[config.mk]
export PLATFORM = sky130hd
export DESIGN_NAME = ieb_top
export DESIGN_NICKNAME = d
export VERILOG_FILES = /design/src/pkg/ieb_pkg.sv /design/src/pkg/ieb_arb_if.sv /design/src/ieb_arbiter.sv /design/src/ieb_top.sv
export SDC_FILE = /design/constraint.sdc
export NUM_CORES = 1
export LEC_CHECK = 0
export BUFFER_PORTS_ARGS = -buffer_cell sky130_fd_sc_hd__buf_2
export CORE_ASPECT_RATIO = 1.1
export CORE_UTILIZATION = 35
export CTS_BUF_LIST = sky130_fd_sc_hd__clkbuf_8
export DETAILED_ROUTE_END_ITERATION = 10
export MAX_ROUTING_LAYER = met4
export PLACE_DENSITY = 0.52
export SYNTH_ARGS = -nofsm -noshare
export SYNTH_HDL_FRONTEND = slang
export SYNTH_SLANG_ARGS = --single-unit
[constraint.sdc]
create_clock -name CLK -period 58.8 [get_ports CLK]
set_input_delay 11.76 -clock CLK [delete_from_list [all_inputs] [get_ports CLK]]
set_output_delay 11.76 -clock CLK [all_outputs]
set_load 0.01 [all_outputs]
[src/pkg/ieb_pkg.sv]
// Functional notes
// RQ1: Enable one passes request, zero blocks it
// RQ2: All enable bits clear at reset
// RQ3: Word1 bit2, word2 bit13 read zero
// RQ4: Word0 bits: compare1, capture1, pin0
// RQ5: Word1 high byte sources in order
// RQ6: Word1 low bits sources, i2c pair
// RQ7: Word2 timer6, dma4, compares, capture6
// RQ8: Word2 low byte sources in order
// RQ9: Enable bits read back last write
// RQ10: Flag sets on request, reads one
// RQ11: Three-bit priority, zero disables source
// RQ12: Forward only flag and enable; keep flag
`default_nettype none
package ieb_pkg;
	localparam int unsigned NUM_WORDS = 3;     // Enable words in bank
	localparam int unsigned NUM_SRC   = 48;    // Source slots, word*16+bit
	localparam int unsigned NUM_PROWS = 12;    // Priority rows, four fields each
	// Byte addresses on the APB
	localparam logic [11:0] ADDR_EN_BASE   = 12'h000;
	localparam logic [11:0] ADDR_FLAG_BASE = 12'h00c;
	localparam logic [11:0] ADDR_PRIO_BASE = 12'h020;
	localparam logic [11:0] ADDR_PRIO_END  = 12'h050;
	localparam logic [11:0] ADDR_STAT      = 12'h050;
	localparam logic [11:0] ADDR_STAT_CLR  = 12'h054;
	localparam logic [11:0] ADDR_STAT_EN   = 12'h058;
	localparam logic [11:0] ADDR_ARB       = 12'h05c;
	// Reset values
	localparam logic [15:0] EN_RST      = 16'h0000;
	localparam logic [15:0] FLAG_RST    = 16'h0000;
	localparam logic [2:0]  PRIO_RST    = 3'h4;
	localparam logic [2:0]  STAT_RST    = 3'h0;
	localparam logic [2:0]  PRIO_OFF    = 3'h0;  // Code that disables a source
	// Status bit positions
	localparam int unsigned ST_NEW_REQ = 0;     // A forwarded request appeared
	localparam int unsigned ST_OVERRUN = 1;     // Event hit an already set flag
	localparam int unsigned ST_BUS_ERR = 2;     // Access to unmapped address
	// Enable word 0 positions
	localparam int unsigned COMPARE1   = 2;
	localparam int unsigned CAPTURE1   = 1;
	localparam int unsigned EXT_PIN0   = 0;
	// Enable word 1 positions
	localparam int unsigned UART_B_TX  = 15;
	localparam int unsigned UART_B_RX  = 14;
	localparam int unsigned EXT_PIN2   = 13;
	localparam int unsigned TIMER5     = 12;
	localparam int unsigned TIMER4     = 11;
	localparam int unsigned COMPARE4   = 10;
	localparam int unsigned COMPARE3   = 9;
	localparam int unsigned DMA_CH2    = 8;
	localparam int unsigned CAPTURE8   = 7;
	localparam int unsigned CAPTURE7   = 6;
	localparam int unsigned CONV_B     = 5;
	localparam int unsigned EXT_PIN1   = 4;
	localparam int unsigned CHG_NOTIFY = 3;
	localparam int unsigned I2C_A_MST  = 1;
	localparam int unsigned I2C_A_SLV  = 0;
	// Enable word 2 positions
	localparam int unsigned TIMER6     = 15;
	localparam int unsigned DMA_CH4    = 14;
	localparam int unsigned COMPARE8   = 12;
	localparam int unsigned COMPARE7   = 11;
	localparam int unsigned COMPARE6   = 10;
	localparam int unsigned COMPARE5   = 9;
	localparam int unsigned CAPTURE6   = 8;
	localparam int unsigned CAPTURE5   = 7;
	localparam int unsigned CAPTURE4   = 6;
	localparam int unsigned CAPTURE3   = 5;
	localparam int unsigned DMA_CH3    = 4;
	localparam int unsigned CAN_A_EVT  = 3;
	localparam int unsigned CAN_A_RX   = 2;
	localparam int unsigned SPI_B_EVT  = 1;
	localparam int unsigned SPI_B_ERR  = 0;
endpackage
`default_nettype wire

[src/pkg/ieb_arb_if.sv]
`timescale 1ns/100ps
`default_nettype none
// Gated requests and priorities out, winner back
interface ieb_arb_if;
	import ieb_pkg::*;
	logic [NUM_SRC-1:0]      req;        // Flag and enable both set
	logic [NUM_SRC-1:0][2:0] prio;       // Priority code per source
	logic                    win_valid;  // Some requesting source has a nonzero priority
	logic [5:0]              win_id;     // Winning source index
	logic [2:0]              win_level;  // Winning priority level
	modport bank (output req, prio, input win_valid, win_id, win_level);
	modport arb  (input req, prio, output win_valid, win_id, win_level);
endinterface
`default_nettype wire

[src/ieb_arbiter.sv]
`timescale 1ns/100ps
`default_nettype none
// Picks the highest priority request, lowest index on a tie
module ieb_arbiter
	import ieb_pkg::*;
(
	ieb_arb_if.arb arb
);
	logic [2:0] best_lvl;  // Running best level
	logic [5:0] best_id;   // Running best source

	// Scan from top index down so lower index wins ties
	always_comb begin
		best_lvl = PRIO_OFF;
		best_id  = 6'h00;
		for (int i = NUM_SRC - 1; i >= 0; i--) begin
			// Code zero never competes
			if (arb.req[i] && (arb.prio[i] != PRIO_OFF) && (arb.prio[i] >= best_lvl)) begin // RQ11
				best_lvl = arb.prio[i];
				best_id  = 6'(i);
			end
		end
	end

	assign arb.win_valid = (best_lvl != PRIO_OFF);
	assign arb.win_id    = best_id;
	assign arb.win_level = best_lvl;
endmodule // ieb_arbiter
`default_nettype wire

[src/ieb_top.sv]
`timescale 1ns/100ps
`default_nettype none
// Interrupt enable bank with flags, priorities and APB access
module ieb_top
	import ieb_pkg::*;
(
	input  wire logic                CLK,
	input  wire logic                RST,
	input  wire logic                PSEL,
	input  wire logic                PENABLE,
	input  wire logic                PWRITE,
	input  wire logic [11:0]         PADDR,
	input  wire logic [31:0]         PWDATA,
	output logic      [31:0]         PRDATA,
	output logic                     PREADY,
	output logic                     PSLVERR,
	input  wire logic [NUM_SRC-1:0]  SRC_EVENT,
	output logic      [NUM_SRC-1:0]  SRC_REQ,
	output logic                     ARB_VALID,
	output logic      [5:0]          ARB_ID,
	output logic      [2:0]          ARB_LEVEL,
	output logic                     IRQ
);
	// Single set bit at a position
	function automatic logic [15:0] bitv(input int unsigned p);
		return 16'h0001 << p;
	endfunction

	// Address compare against a word of a block
	function automatic logic reg_hit(input logic [11:0] a,
		input logic [11:0] base, input int unsigned idx);
		return a == (base + 12'(idx * 4));
	endfunction

	// Priority row as a 16-bit readback, gaps read zero
	function automatic logic [15:0] prio_row_rd(input logic [11:0] f);
		return {1'b0, f[11:9], 1'b0, f[8:6], 1'b0, f[5:3], 1'b0, f[2:0]};
	endfunction

	// State of the bank
	logic [NUM_WORDS-1:0][15:0]  en_ff;        // Enable words
	logic [NUM_WORDS-1:0][15:0]  nxt_en;
	logic [NUM_WORDS-1:0][15:0]  flag_ff;      // Request flags
	logic [NUM_WORDS-1:0][15:0]  nxt_flag;
	logic [NUM_SRC-1:0][2:0]     prio_ff;      // Priority codes
	logic [NUM_SRC-1:0][2:0]     nxt_prio;
	logic [2:0]                  stat_ff;      // Sticky status
	logic [2:0]                  nxt_stat;
	logic [2:0]                  stat_en_ff;   // Status enables
	logic [2:0]                  nxt_stat_en;
	logic [31:0]                 prdata_ff;    // Read data
	logic [NUM_SRC-1:0]          src_req_ff;   // Forwarded requests
	logic                        arb_valid_ff; // Registered winner
	logic [5:0]                  arb_id_ff;
	logic [2:0]                  arb_level_ff;

	// Implemented bits per word
	logic [NUM_WORDS-1:0][15:0]  impl_mask;
	logic [NUM_SRC-1:0]          impl_all;

	ieb_arb_if arb_bus ();  // Link to the arbiter

	// Word 0 holds only the three low sources
	assign impl_mask[0] = bitv(COMPARE1) | bitv(CAPTURE1)
		| bitv(EXT_PIN0);  // RQ4
	// Word 1 high byte
	assign impl_mask[1][15:8] = 8'((bitv(UART_B_TX) | bitv(UART_B_RX)
		| bitv(EXT_PIN2) | bitv(TIMER5) | bitv(TIMER4) | bitv(COMPARE4)
		| bitv(COMPARE3) | bitv(DMA_CH2)) >> 8);  // RQ5
	// Word 1 low byte, bit 2 left out
	assign impl_mask[1][7:0] = 8'(bitv(CAPTURE8) | bitv(CAPTURE7)
		| bitv(CONV_B) | bitv(EXT_PIN1) | bitv(CHG_NOTIFY)
		| bitv(I2C_A_MST) | bitv(I2C_A_SLV));  // RQ6 RQ3
	// Word 2 high byte, bit 13 left out
	assign impl_mask[2][15:8] = 8'((bitv(TIMER6) | bitv(DMA_CH4)
		| bitv(COMPARE8) | bitv(COMPARE7) | bitv(COMPARE6)
		| bitv(COMPARE5) | bitv(CAPTURE6)) >> 8);  // RQ7 RQ3
	// Word 2 low byte
	assign impl_mask[2][7:0] = 8'(bitv(CAPTURE5) | bitv(CAPTURE4)
		| bitv(CAPTURE3) | bitv(DMA_CH3) | bitv(CAN_A_EVT)
		| bitv(CAN_A_RX) | bitv(SPI_B_EVT) | bitv(SPI_B_ERR));  // RQ8
	assign impl_all = impl_mask;

	// Bus phases
	wire logic setup_ph = PSEL & ~PENABLE;     // Read data is fetched here
	wire logic acc_ph   = PSEL & PENABLE;      // Access completes here

	// Address decode
	logic [NUM_WORDS-1:0] hit_en;    // Enable words
	logic [NUM_WORDS-1:0] hit_flag;  // Flag words
	for (genvar w = 0; w < NUM_WORDS; w++) begin : g_dec
		assign hit_en[w]   = reg_hit(PADDR, ADDR_EN_BASE, w);
		assign hit_flag[w] = reg_hit(PADDR, ADDR_FLAG_BASE, w);
	end
	wire logic hit_prio = (PADDR >= ADDR_PRIO_BASE) && (PADDR < ADDR_PRIO_END)
		&& (PADDR[1:0] == 2'b00);
	wire logic [11:0] prio_off = PADDR - ADDR_PRIO_BASE;
	wire logic [3:0]  prio_row = prio_off[5:2];  // Row 0..11
	wire logic hit_stat     = reg_hit(PADDR, ADDR_STAT, 0);
	wire logic hit_stat_clr = reg_hit(PADDR, ADDR_STAT_CLR, 0);
	wire logic hit_stat_en  = reg_hit(PADDR, ADDR_STAT_EN, 0);
	wire logic hit_arb      = reg_hit(PADDR, ADDR_ARB, 0);
	wire logic mapped = (|hit_en) | (|hit_flag) | hit_prio | hit_stat
		| hit_stat_clr | hit_stat_en | hit_arb;

	// Completed writes and errors
	wire logic wr_acc  = acc_ph & PWRITE & mapped;
	wire logic bad_acc = acc_ph & ~mapped;

	// Zero wait states; unmapped accesses flagged as errors
	assign PREADY  = 1'b1;
	assign PSLVERR = bad_acc;
	assign PRDATA  = prdata_ff;

	// Read selection, clear-only register reads zero
	logic [15:0] rd_word;
	logic [2:0]  rd_prio [4];
	always_comb begin
		rd_word = 16'h0000;
		for (int f = 0; f < 4; f++) begin
			rd_prio[f] = prio_ff[(int'(prio_row) * 4 + f) % NUM_SRC];
		end
		for (int w = 0; w < NUM_WORDS; w++) begin
			// Enable bits read back what was written
			if (hit_en[w]) begin
				rd_word = en_ff[w];  // RQ9
			end
			// Flags read one once requested
			if (hit_flag[w]) begin
				rd_word = flag_ff[w];  // RQ10
			end
		end
		if (hit_prio) begin
			rd_word = prio_row_rd({rd_prio[3], rd_prio[2], rd_prio[1], rd_prio[0]});
		end else if (hit_stat) begin
			rd_word = {13'h0000, stat_ff};
		end else if (hit_stat_en) begin
			rd_word = {13'h0000, stat_en_ff};
		end else if (hit_arb) begin
			rd_word = {6'h00, arb_valid_ff, arb_level_ff, arb_id_ff};
		end
	end

	// Enable words; unimplemented bits never store
	always_comb begin
		for (int w = 0; w < NUM_WORDS; w++) begin
			if (wr_acc && hit_en[w]) begin
				nxt_en[w] = PWDATA[15:0] & impl_mask[w];  // RQ9 RQ3
			end else begin
				nxt_en[w] = en_ff[w];
			end
		end
	end

	// Flags: write one clears, a same-cycle event wins
	logic [NUM_WORDS-1:0][15:0] flag_clr;
	always_comb begin
		for (int w = 0; w < NUM_WORDS; w++) begin
			flag_clr[w] = (wr_acc && hit_flag[w]) ? PWDATA[15:0] : 16'h0000;
		end
		// Enable changes never touch the flags
		nxt_flag = ((flag_ff & ~flag_clr) | SRC_EVENT) & impl_mask;  // RQ10 RQ12
	end

	// Priority fields; unimplemented sources stay at zero
	always_comb begin
		for (int s = 0; s < NUM_SRC; s++) begin
			nxt_prio[s] = prio_ff[s];
			if (wr_acc && hit_prio && (int'(prio_row) == s / 4) && impl_all[s]) begin
				nxt_prio[s] = PWDATA[(s % 4) * 4 +: 3];  // RQ11
			end
		end
	end

	// Request gating toward arbitration
	assign arb_bus.req  = flag_ff & en_ff;  // RQ1 RQ12
	assign arb_bus.prio = prio_ff;

	ieb_arbiter u_arb (
		.arb (arb_bus)
	);

	// Status events
	wire logic ev_new  = |(arb_bus.req & ~src_req_ff);
	wire logic ev_over = |(SRC_EVENT & flag_ff & impl_mask);
	wire logic [2:0] stat_evt = {bad_acc, ev_over, ev_new};
	wire logic [2:0] stat_clr = (wr_acc && hit_stat_clr) ? PWDATA[2:0] : 3'h0;
	// Set wins over clear
	assign nxt_stat    = (stat_ff & ~stat_clr) | stat_evt;
	assign nxt_stat_en = (wr_acc && hit_stat_en) ? PWDATA[2:0] : stat_en_ff;

	// Bank registers
	always_ff @(posedge CLK) begin
		if (RST) begin
			en_ff   <= {NUM_WORDS{EN_RST}};  // RQ2
			flag_ff <= {NUM_WORDS{FLAG_RST}};
		end else begin
			en_ff   <= nxt_en;
			flag_ff <= nxt_flag;
		end
	end

	// Priority registers, unimplemented slots held at zero
	always_ff @(posedge CLK) begin
		for (int s = 0; s < NUM_SRC; s++) begin
			if (RST) begin
				prio_ff[s] <= impl_all[s] ? PRIO_RST : PRIO_OFF;
			end else begin
				prio_ff[s] <= nxt_prio[s];
			end
		end
	end

	// Status, its enables and read data
	always_ff @(posedge CLK) begin
		if (RST) begin
			stat_ff    <= STAT_RST;
			stat_en_ff <= STAT_RST;
			prdata_ff  <= 32'h0000_0000;
		end else begin
			stat_ff    <= nxt_stat;
			stat_en_ff <= nxt_stat_en;
			// Fetch during setup so data stands in the access cycle
			prdata_ff  <= setup_ph ? {16'h0000, rd_word} : prdata_ff;
		end
	end

	// Registered requests and winner
	always_ff @(posedge CLK) begin
		if (RST) begin
			src_req_ff   <= '0;
			arb_valid_ff <= 1'b0;
			arb_id_ff    <= 6'h00;
			arb_level_ff <= 3'h0;
		end else begin
			src_req_ff   <= arb_bus.req;  // RQ1
			arb_valid_ff <= arb_bus.win_valid;
			arb_id_ff    <= arb_bus.win_id;
			arb_level_ff <= arb_bus.win_level;
		end
	end

	// Outputs
	assign SRC_REQ   = src_req_ff;
	assign ARB_VALID = arb_valid_ff;
	assign ARB_ID    = arb_id_ff;
	assign ARB_LEVEL = arb_level_ff;
	assign IRQ       = |(stat_ff & stat_en_ff);

	// Sources whose priority code lets them compete
	logic [NUM_SRC-1:0] prio_live;
	always_comb begin
		for (int s = 0; s < NUM_SRC; s++) begin
			prio_live[s] = (prio_ff[s] != PRIO_OFF);
		end
	end
endmodule // ieb_top
`default_nettype wire

==> impl_summary.txt, run 1 <==
----------------------------------------------------
[Status]
  Outcome ... finished, final reports clean

[Timing]
  Setup Viol. Count Final ... 0
  Share of the cycle needed by the critical path after routing ... between 70% and 80%
  Largest clock skew in the final design ... roughly 0.028 ns
  Max-slew headroom at the worst pin ... a little under an eighth
  Pins over their slew limit ... 0
  Total negative setup slack ... 0 ns
  Unrepaired setup endpoints after global routing ... false
  Worst Tran Pin Value ... approximately 1.3 ns
  F_max ... 21.86 MHz
  Endpoints failing hold ... 0
  Tightest hold margin ... roughly 0.48 ns
  Min Tclk post-route ... ~46 ns

[Floorplanning]
  Initial Utilization ... between 30% and 40%
  I/O Pins ... 190
  Die extent in x ... 200.5 um
  Core Rows ... between 70 and 80
  Area of the core ... around 0.043 mm^2
  Die extent in y ... 220.4 um
  Die footprint ... 0.04419 mm^2

[Finish]
  Most common library cell in the layout ignoring fill and taps ... sky130_fd_sc_hd__nand2_1
  Share of cells above drive strength 1 ... between 10% and 20%
  Area of all placed cells without fillers ... 0.01697 mm^2
  Count of antenna diodes in the layout ... 0
  Synth-to-Final Area Change ... 11.86%
  Commonest cells after routing, fill and taps aside ... 417 x sky130_fd_sc_hd__nand2_1, 230 x sky130_fd_sc_hd__dfxtp_1, 221 x sky130_fd_sc_hd__nor2_1, 206 x sky130_fd_sc_hd__a21oi_1, 125 x sky130_fd_sc_hd__buf_2
  Total Nets Final ... between 2000 and 2500

[Placed design]
  Final estimated routing congestion in global placement ... around 0.98
  Port Buffers ... approximately 130
  Placement Cell Area ... approximately 0.016 mm^2
  Final HPWL DP ... about 50000 um

[CTS]
  Num CTS Buffers ... 43
  Cell at the root of the clock tree ... sky130_fd_sc_hd__clkbuf_8
  Count of clock tree sinks ... 230
  TritonCTS clock tree ... done
  Number of gates resized after cts ... 0
  Clock slew seen by the registers of the worst setup and hold paths ... about 0.060 ns
  Post CTS Setup Buffer Count ... 0
  Clock insertion delay at the later pin of the skew report ... approximately 0.62 ns
  H-Tree Level Count ... 2
  Buffers from clock root to sink, at most ... 3
  Number of hold buffers added after cts ... 0

[Worst setup path]
  Crit path capture type ... flip-flop
  Startpoint kind of the worst setup timing path ... flip-flop
  Max stage delay cell, worst path ... sky130_fd_sc_hd__a31oi_1
  Crit path largest cell delay ... between 0.5 and 0.6 ns
  CP Class ... flip-flop to flip-flop
  Reg-to-reg setup timing slack ... ~13 ns
  Endpoint of the worst register-to-register path ... ARB_ID[5]
  Critical Path Most Common Cell ... sky130_fd_sc_hd__ha_1
  Maximum fanout along the worst path ... 9
  Depth of the worst register-to-register path ... between 200 and 250
  Required time reported for the critical path endpoint ... a little under 60 ns
  Last element of the critical path ... ARB_ID[5]
  Worst reg2reg path startpoint ... flag_ff[47]
  Data arrival time of the worst path ... about 46 ns
  Critical path launch point ... flag_ff[47]

[Synthesis]
  Count of mapped cells out of synthesis ... between 2000 and 2500
  Library cells used by synthesis ... ~110
  Post-synthesis cell area ... around 0.015 mm^2
  Share of flip-flops with an asynchronous set or reset after synthesis ... 0%
  Yosys warning total ... 0
  Synthesized flop and latch total ... between 200 and 250
  Synth area leader ... sky130_fd_sc_hd__dfxtp_1
  Share of the synthesized area in the top cell type ... 30.35%
  Main area contributors after synthesis ... sky130_fd_sc_hd__dfxtp_1 30%, sky130_fd_sc_hd__nand2_1 10%, sky130_fd_sc_hd__a21oi_1 6.8%
  Primary FF master, synth ... sky130_fd_sc_hd__dfxtp_1
  Seq/Total Area, Yosys ... a little under a third
  EDFF count, synth ... 0
  Avg Inst Size Synth ... between 7 and 8 um^2

[Power]
  Leakage power ... between 6 and 7 nW
  Internal power component ... around 0.25 mW
  Clk pwr share ... about 46%
  Proportion of total power due to net switching ... a little over a quarter
  Power density over the cells ... 20.29 mW/mm^2
  Combinational share of power ... ~6.3%
  Sequential Power Share ... a little under half
  Net switching power of the design ... ~0.093 mW
  Max VDD drop ... roughly 0.016 mV

[Drt]
  Number of routed nets with antenna violations ... 0
  Detailed-route vias per instance ... 5.918
  Violation count after the first detailed-route iteration ... about 1700
  DRC violation count after routing ... 0
  Number of search-and-repair iterations in the first detailed-routing pass ... 7
  Average routed wire per standard cell ... around 24 um
  Vias ... around 16000
  Drt total wl ... about 66000 um

[Global routing]
  Largest net degree at the start of global routing ... ~120
  Initial antenna violation count ... 0
  First-pass GRT wire length ... 97410 um
  GR Overflow Total ... 0
  Number of global-route vias before repair ... between 10000 and 15000
  Overall Global Routing Usage ... between 30% and 40%

[Job]
  # Max-Cap Violations ... 0

[Min path]
  Worst min-delay path category ... flip-flop to flip-flop
  Hold Path Stages ... 2

----------------------------------------------------
[flip-flops by register name, summed over array words and instances (netlist names)]
| signal | count |
|---|---|
| ARB_ID | 6 |
| ARB_LEVEL | 3 |
| ARB_VALID | 1 |
| PRDATA | 16 |
| SRC_REQ | 33 |
| arb_bus.prio | 99 |
| en_ff | 33 |
| flag_ff | 33 |
| stat_en_ff | 3 |
| stat_ff | 3 |
[worst min path at each step]
stage               startpoint        end  slack, ns
detailed placement   en_ff[21]  en_ff[21]       0.47
global route         PRDATA[7]  PRDATA[7]       0.51
global placement     en_ff[21]  en_ff[21]       0.46
finish               en_ff[21]  en_ff[21]       0.48
CTS                  en_ff[21]  en_ff[21]       0.48
floorplan            en_ff[46]  en_ff[46]       0.45
[metrics by stage]
| step | util (%) | setup WS [ns] | total power, mW | cells |
|---|---|---|---|---|
| floorplan | - | 19.18 | 0.1766 | 2093 |
| global placement | 37.95 | 14.08 | 0.1874 | 2674 |
| detailed placement | 37.95 | 13.54 | 0.1876 | 2674 |
| CTS | 39.93 | 13.32 | 0.3452 | 2743 |
| global route | 39.93 | 9.054 | 0.3541 | 2743 |
| finish | 39.93 | 13.05 | 0.3444 | 2743 |
[final cells by class]
cell class                 count  area [um^2]
inverter                      59        221.5
clock buffer                  48        660.6
clock inverter                21        182.7
sequential                   230         4604
multi-input combinational   1679         9859
fill                        4544        25530
timing repair buffer         139        734.5
tap                          567        709.4
[metal layers]
metal | vias up | global-route usage (%) | part of all wire [%]
li1 | 7613 | - | -
met1 | 7804 | 37.81 | 42
met2 | 697 | 49.06 | 46
met3 | 120 | 4.271 | 7.5
met4 | 0 | 13.16 | 4.5
met5 | - | - | 0
[power groups by stage]
stage	sequential, mW	clock [mW]	combinational [mW]
floorplan	0.163	0	0.0132
global placement	0.166	0	0.0209
detailed placement	0.166	0	0.0211
CTS	0.163	0.161	0.0211
global route	0.163	0.168	0.0227
finish	0.163	0.159	0.0216
[cells by family after synthesis]
group                    after synthesis  share of synthesized area [%]
AO/OA/AOI/OAI                        618                          27.94
XOR/XNOR                               1                        0.05773
adder cells (fa/ha/maj)               49                          3.925
buffers and inverters                184                          5.475
flip-flops                           230                          30.35
multiplexers                          40                          4.189
other                                  2                        0.04949
AND/OR/NAND/NOR                      939                          28.02
[critical path, delay by kind of cell (launching register included)]
kind | cells | cell delay (ns)
AOI/OAI and AO/OA | 100 | 20.46
DFF | 1 | 0.46
buffers and inverters | 5 | 0.41
adders and majority gates | 36 | 9.80
muxes | 3 | 1.09
and+or+nand+nor | 79 | 13.38
[cell usage after synthesis, drive strengths merged, types with 7 or more instances]
cell type,number
nand2,418
dfxtp,230
nor2,221
a21oi,211
o21ai,87
clkbuf,83
inv,59
nand3,55
buf,42
ha,42
nor3,42
o22ai,37
and2,34
nand2b,34
and3,28
a31oi,27
a22oi,24
nand3b,23
nor2b,21
a221oi,18
mux4,18
a21o,17
mux2i,17
or2,16
a211o,15
nor4,15
o211ai,15
o31ai,14
nand4,13
o311ai,13
o2111ai,12
a211oi,11
o21a,11
a222oi,10
a22o,7
a31o,7
maj3,7
Power figures use the tool's default switching activity.
==> run 2: changes to the inputs <==
Settings changed: PLACE_DENSITY 0.52 to 0.54.
Clock period 58.8 ns to 40.4 ns, I/O delays scaled along.
==> run 2 against run 1 <==
Net effect: routed wire length increased by 5.5%; fmax is 17% higher; clock power is 52% higher; die area unchanged; sequential share of layout area decreased by 4.2 points; register-to-register slack lost 12 ns; hold slack lost 0.0031 ns; non-clock buffer count grew 213; worst setup slack worse by 12 ns; critical path depth grew 7; via count up 7.5%; core utilization rose by 7.4 points; critical endpoint is now ARB_VALID.
==> impl_summary.txt, run 2 (synthesis results as in run 1) <==
----------------------------------------------------
[Timing]
  Pins over their slew limit ... 0 (unchanged)
  Worst Tran Pin Value ... 1.182 ns (was 1.324 ns)
  Largest clock skew in the final design ... 0.02506 ns (was 0.02836 ns)
  Unrepaired setup endpoints after global routing ... true (was false)
  Endpoints failing hold ... 0 (unchanged)
  Min Tclk post-route ... 39.27 ns (was 45.75 ns)
  Max-slew headroom at the worst pin ... 20.90% (was 11.38%)
  F_max ... 25.47 MHz (was 21.86 MHz)
  Share of the cycle needed by the critical path after routing ... 97.20% (was 77.81%)
  Total negative setup slack ... 0 ns (unchanged)
  Setup Viol. Count Final ... 0 (unchanged)

[Drt]
  Number of routed nets with antenna violations ... 0 (unchanged)
  Average routed wire per standard cell ... 23.63 um (was 24.18 um)
  Drt total wl ... 69980 um (was 66340 um)
  Vias ... 17458 (was 16234)
  DRC violation count after routing ... 0 (unchanged)
  Violation count after the first detailed-route iteration ... 1731 (was 1696)
  Detailed-route vias per instance ... 5.894 (was 5.918)
  Number of search-and-repair iterations in the first detailed-routing pass ... 8 (was 7)

[CTS]
  Number of hold buffers added after cts ... 0 (unchanged)
  TritonCTS clock tree ... done (unchanged)
  Clock slew seen by the registers of the worst setup and hold paths ... 0.07 ns (was 0.06 ns)
  Cell at the root of the clock tree ... sky130_fd_sc_hd__clkbuf_8 (unchanged)
  Count of clock tree sinks ... 230 (unchanged)
  H-Tree Level Count ... 2 (unchanged)
  Clock insertion delay at the later pin of the skew report ... 0.59 ns (was 0.62 ns)
  Buffers from clock root to sink, at most ... 3 (unchanged)
  Num CTS Buffers ... 43 (unchanged)

[Worst setup path]
  CP Class ... flip-flop to flip-flop (unchanged)
  Crit path largest cell delay ... 0.43 ns (was 0.52 ns)
  Startpoint kind of the worst setup timing path ... flip-flop (unchanged)
  Data arrival time of the worst path ... 39.73 ns (was 46.27 ns)
  Max stage delay cell, worst path ... sky130_fd_sc_hd__or3b_4 (was sky130_fd_sc_hd__a31oi_1)
  Maximum fanout along the worst path ... 4 (was 9)
  Critical Path Most Common Cell ... sky130_fd_sc_hd__nand2b_4 (was sky130_fd_sc_hd__ha_1)
  Crit path capture type ... flip-flop (unchanged)
  Required time reported for the critical path endpoint ... 40.86 ns (was 59.32 ns)

[Global routing]
  Initial antenna violation count ... 0 (unchanged)
  GR Overflow Total ... 0 (unchanged)
  Largest net degree at the start of global routing ... 118 (was 122)
  First-pass GRT wire length ... 100900 um (was 97410 um)
  Number of global-route vias before repair ... 16068 (was 14870)
  Overall Global Routing Usage ... 31.18% (was 30.31%)

[Min path]
  Worst min-delay path category ... flip-flop to flip-flop (unchanged)

[Finish]
  Non-filler instance count after layout ... 2962 (was 2743)
  Number of flip-flops in the largest register ... 99 (unchanged)
  Commonest cells after routing, fill and taps aside ... 406 x sky130_fd_sc_hd__nand2_1, 228 x sky130_fd_sc_hd__dfxtp_1, 222 x sky130_fd_sc_hd__buf_4, 210 x sky130_fd_sc_hd__nor2_1, 191 x sky130_fd_sc_hd__a21oi_1 (was 417 x sky130_fd_sc_hd__nand2_1, 230 x sky130_fd_sc_hd__dfxtp_1, 221 x sky130_fd_sc_hd__nor2_1, 206 x sky130_fd_sc_hd__a21oi_1, 125 x sky130_fd_sc_hd__buf_2)
  Total Nets Final ... 2504 (was 2291)
  Fin util ... 47.35% (was 39.93%)
  Total of fill cells in the finished design ... 4310 (was 4544)
  Share of cells above drive strength 1 ... 29.10% (was 12.82%)
  Synth-to-Final Area Change ... 32.65% (was 11.86%)
  Area of all placed cells without fillers ... 0.02013 mm^2 (was 0.01697 mm^2)
  Most common library cell in the layout ignoring fill and taps ... sky130_fd_sc_hd__nand2_1 (unchanged)
  Count of antenna diodes in the layout ... 0 (unchanged)

[Floorplanning]
  Initial Utilization ... 35.70% (unchanged)
  Area of the core ... 0.04250 mm^2 (unchanged)
  I/O Pins ... 190 (unchanged)
  Core Rows ... 79 (unchanged)
  Die footprint ... 0.04419 mm^2 (unchanged)
  Die extent in x ... 200.5 um (unchanged)
  Die extent in y ... 220.4 um (unchanged)

[Power]
  Max VDD drop ... 0.02410 mV (was 0.01583 mV)
  Power after layout ... 0.5124 mW (was 0.3444 mW)
  Leakage power ... 8.058 nW (was 6.584 nW)
  Power density over the cells ... 25.46 mW/mm^2 (was 20.29 mW/mm^2)

[Status]
  Outcome ... finished, final reports clean (unchanged)

[Job]
  # Max-Cap Violations ... 0 (unchanged)

[Placed design]
  Final HPWL DP ... 51980 um (was 50380 um)
  Placed insts ... 2833 (was 2674)
  Placement Cell Area ... 0.01732 mm^2 (was 0.01613 mm^2)
  Port Buffers ... 126 (unchanged)
  Final estimated routing congestion in global placement ... 1.016 (was 0.9812)

----------------------------------------------------
## run 2: changes by cell type in the layout (fill, tap and decap cells not counted), moves of 11 or more
cell / before / now
sky130_fd_sc_hd__ha_4: 0 / 19
sky130_fd_sc_hd__nand2b_1: 33 / 10
sky130_fd_sc_hd__a21oi_1: 206 / 191
sky130_fd_sc_hd__a21oi_2: 5 / 16
sky130_fd_sc_hd__buf_4: 13 / 222
sky130_fd_sc_hd__nand2b_4: 0 / 23
sky130_fd_sc_hd__nor2_1: 221 / 210
sky130_fd_sc_hd__ha_1: 42 / 23
sky130_fd_sc_hd__nand2_1: 417 / 406
sky130_fd_sc_hd__o21ai_2: 0 / 14
sky130_fd_sc_hd__o21ai_0: 74 / 57
## run 2: area by class of cell
cell class,instances,area [um^2],share of cell area [%]
sequential,230,4612,22.91
tap,567,709.4,3.525
multi-input combinational,1679,11340,56.33
timing repair buffer,352,2349,11.67
clock buffer,50,688.2,3.419
inverter,59,224.0,1.113
clock inverter,25,206.4,1.026
## run 2: worst paths after layout
check,start,end,slack [ns],cells past startpoint
max,en_ff[47],ARB_VALID,1.13,230
min,en_ff[21],en_ff[21],0.48,2
max reg2reg,en_ff[47],ARB_VALID,1.13,230
min reg2reg,en_ff[21],en_ff[21],0.48,2
## run 2: routing by layer
metal | up-vias | part of all wire (%) | GRT usage [%]
met5 | - | 0 | -
met4 | 0 | 6.5 | 18.78
met3 | 190 | 7.2 | 4.197
met2 | 829 | 46 | 50.07
met1 | 8403 | 40 | 37.44
li1 | 8036 | - | -
## run 2: power breakdown
group | switching [mW] | total (mW) | internal [mW]
Clock | 0.108 | 0.241 | 0.133
Sequential | 0.00765 | 0.238 | 0.230
Combinational | 0.0239 | 0.0333 | 0.00944
Total | 0.140 | 0.512 | 0.372
## run 2: per-stage QoR
| stage | worst slack (ns) | hold WS [ns] |
|---|---|---|
| 2_1_floorplan | 0.7769 | 0.4497 |
| 3_3_place_gp | -1.654 | 0.4597 |
| 3_5_place_dp | -2.237 | 0.4675 |
| 4_1_cts | 0.007944 | 0.4764 |
| 5_1_grt | -0.6092 | 0.5148 |
| 6_report | 1.133 | 0.4775 |
## run 2: critical path, delay by kind of cell (launching register included)
family                     cells  cell delay (ns)
AOI/OAI and AO/OA             99            15.93
adders and majority gates     37             9.62
buffers and inverters         11             1.17
DFF                            1             0.38
muxes                          2             0.60
and+or+nand+nor               81            11.33
## run 2: repair_timing
item / in CTS / in global routing
pin swaps: 54 / 169
buffers inserted: 34 / 24
gates resized for setup: 73 / 220
setup endpoints to repair: 10 / 10
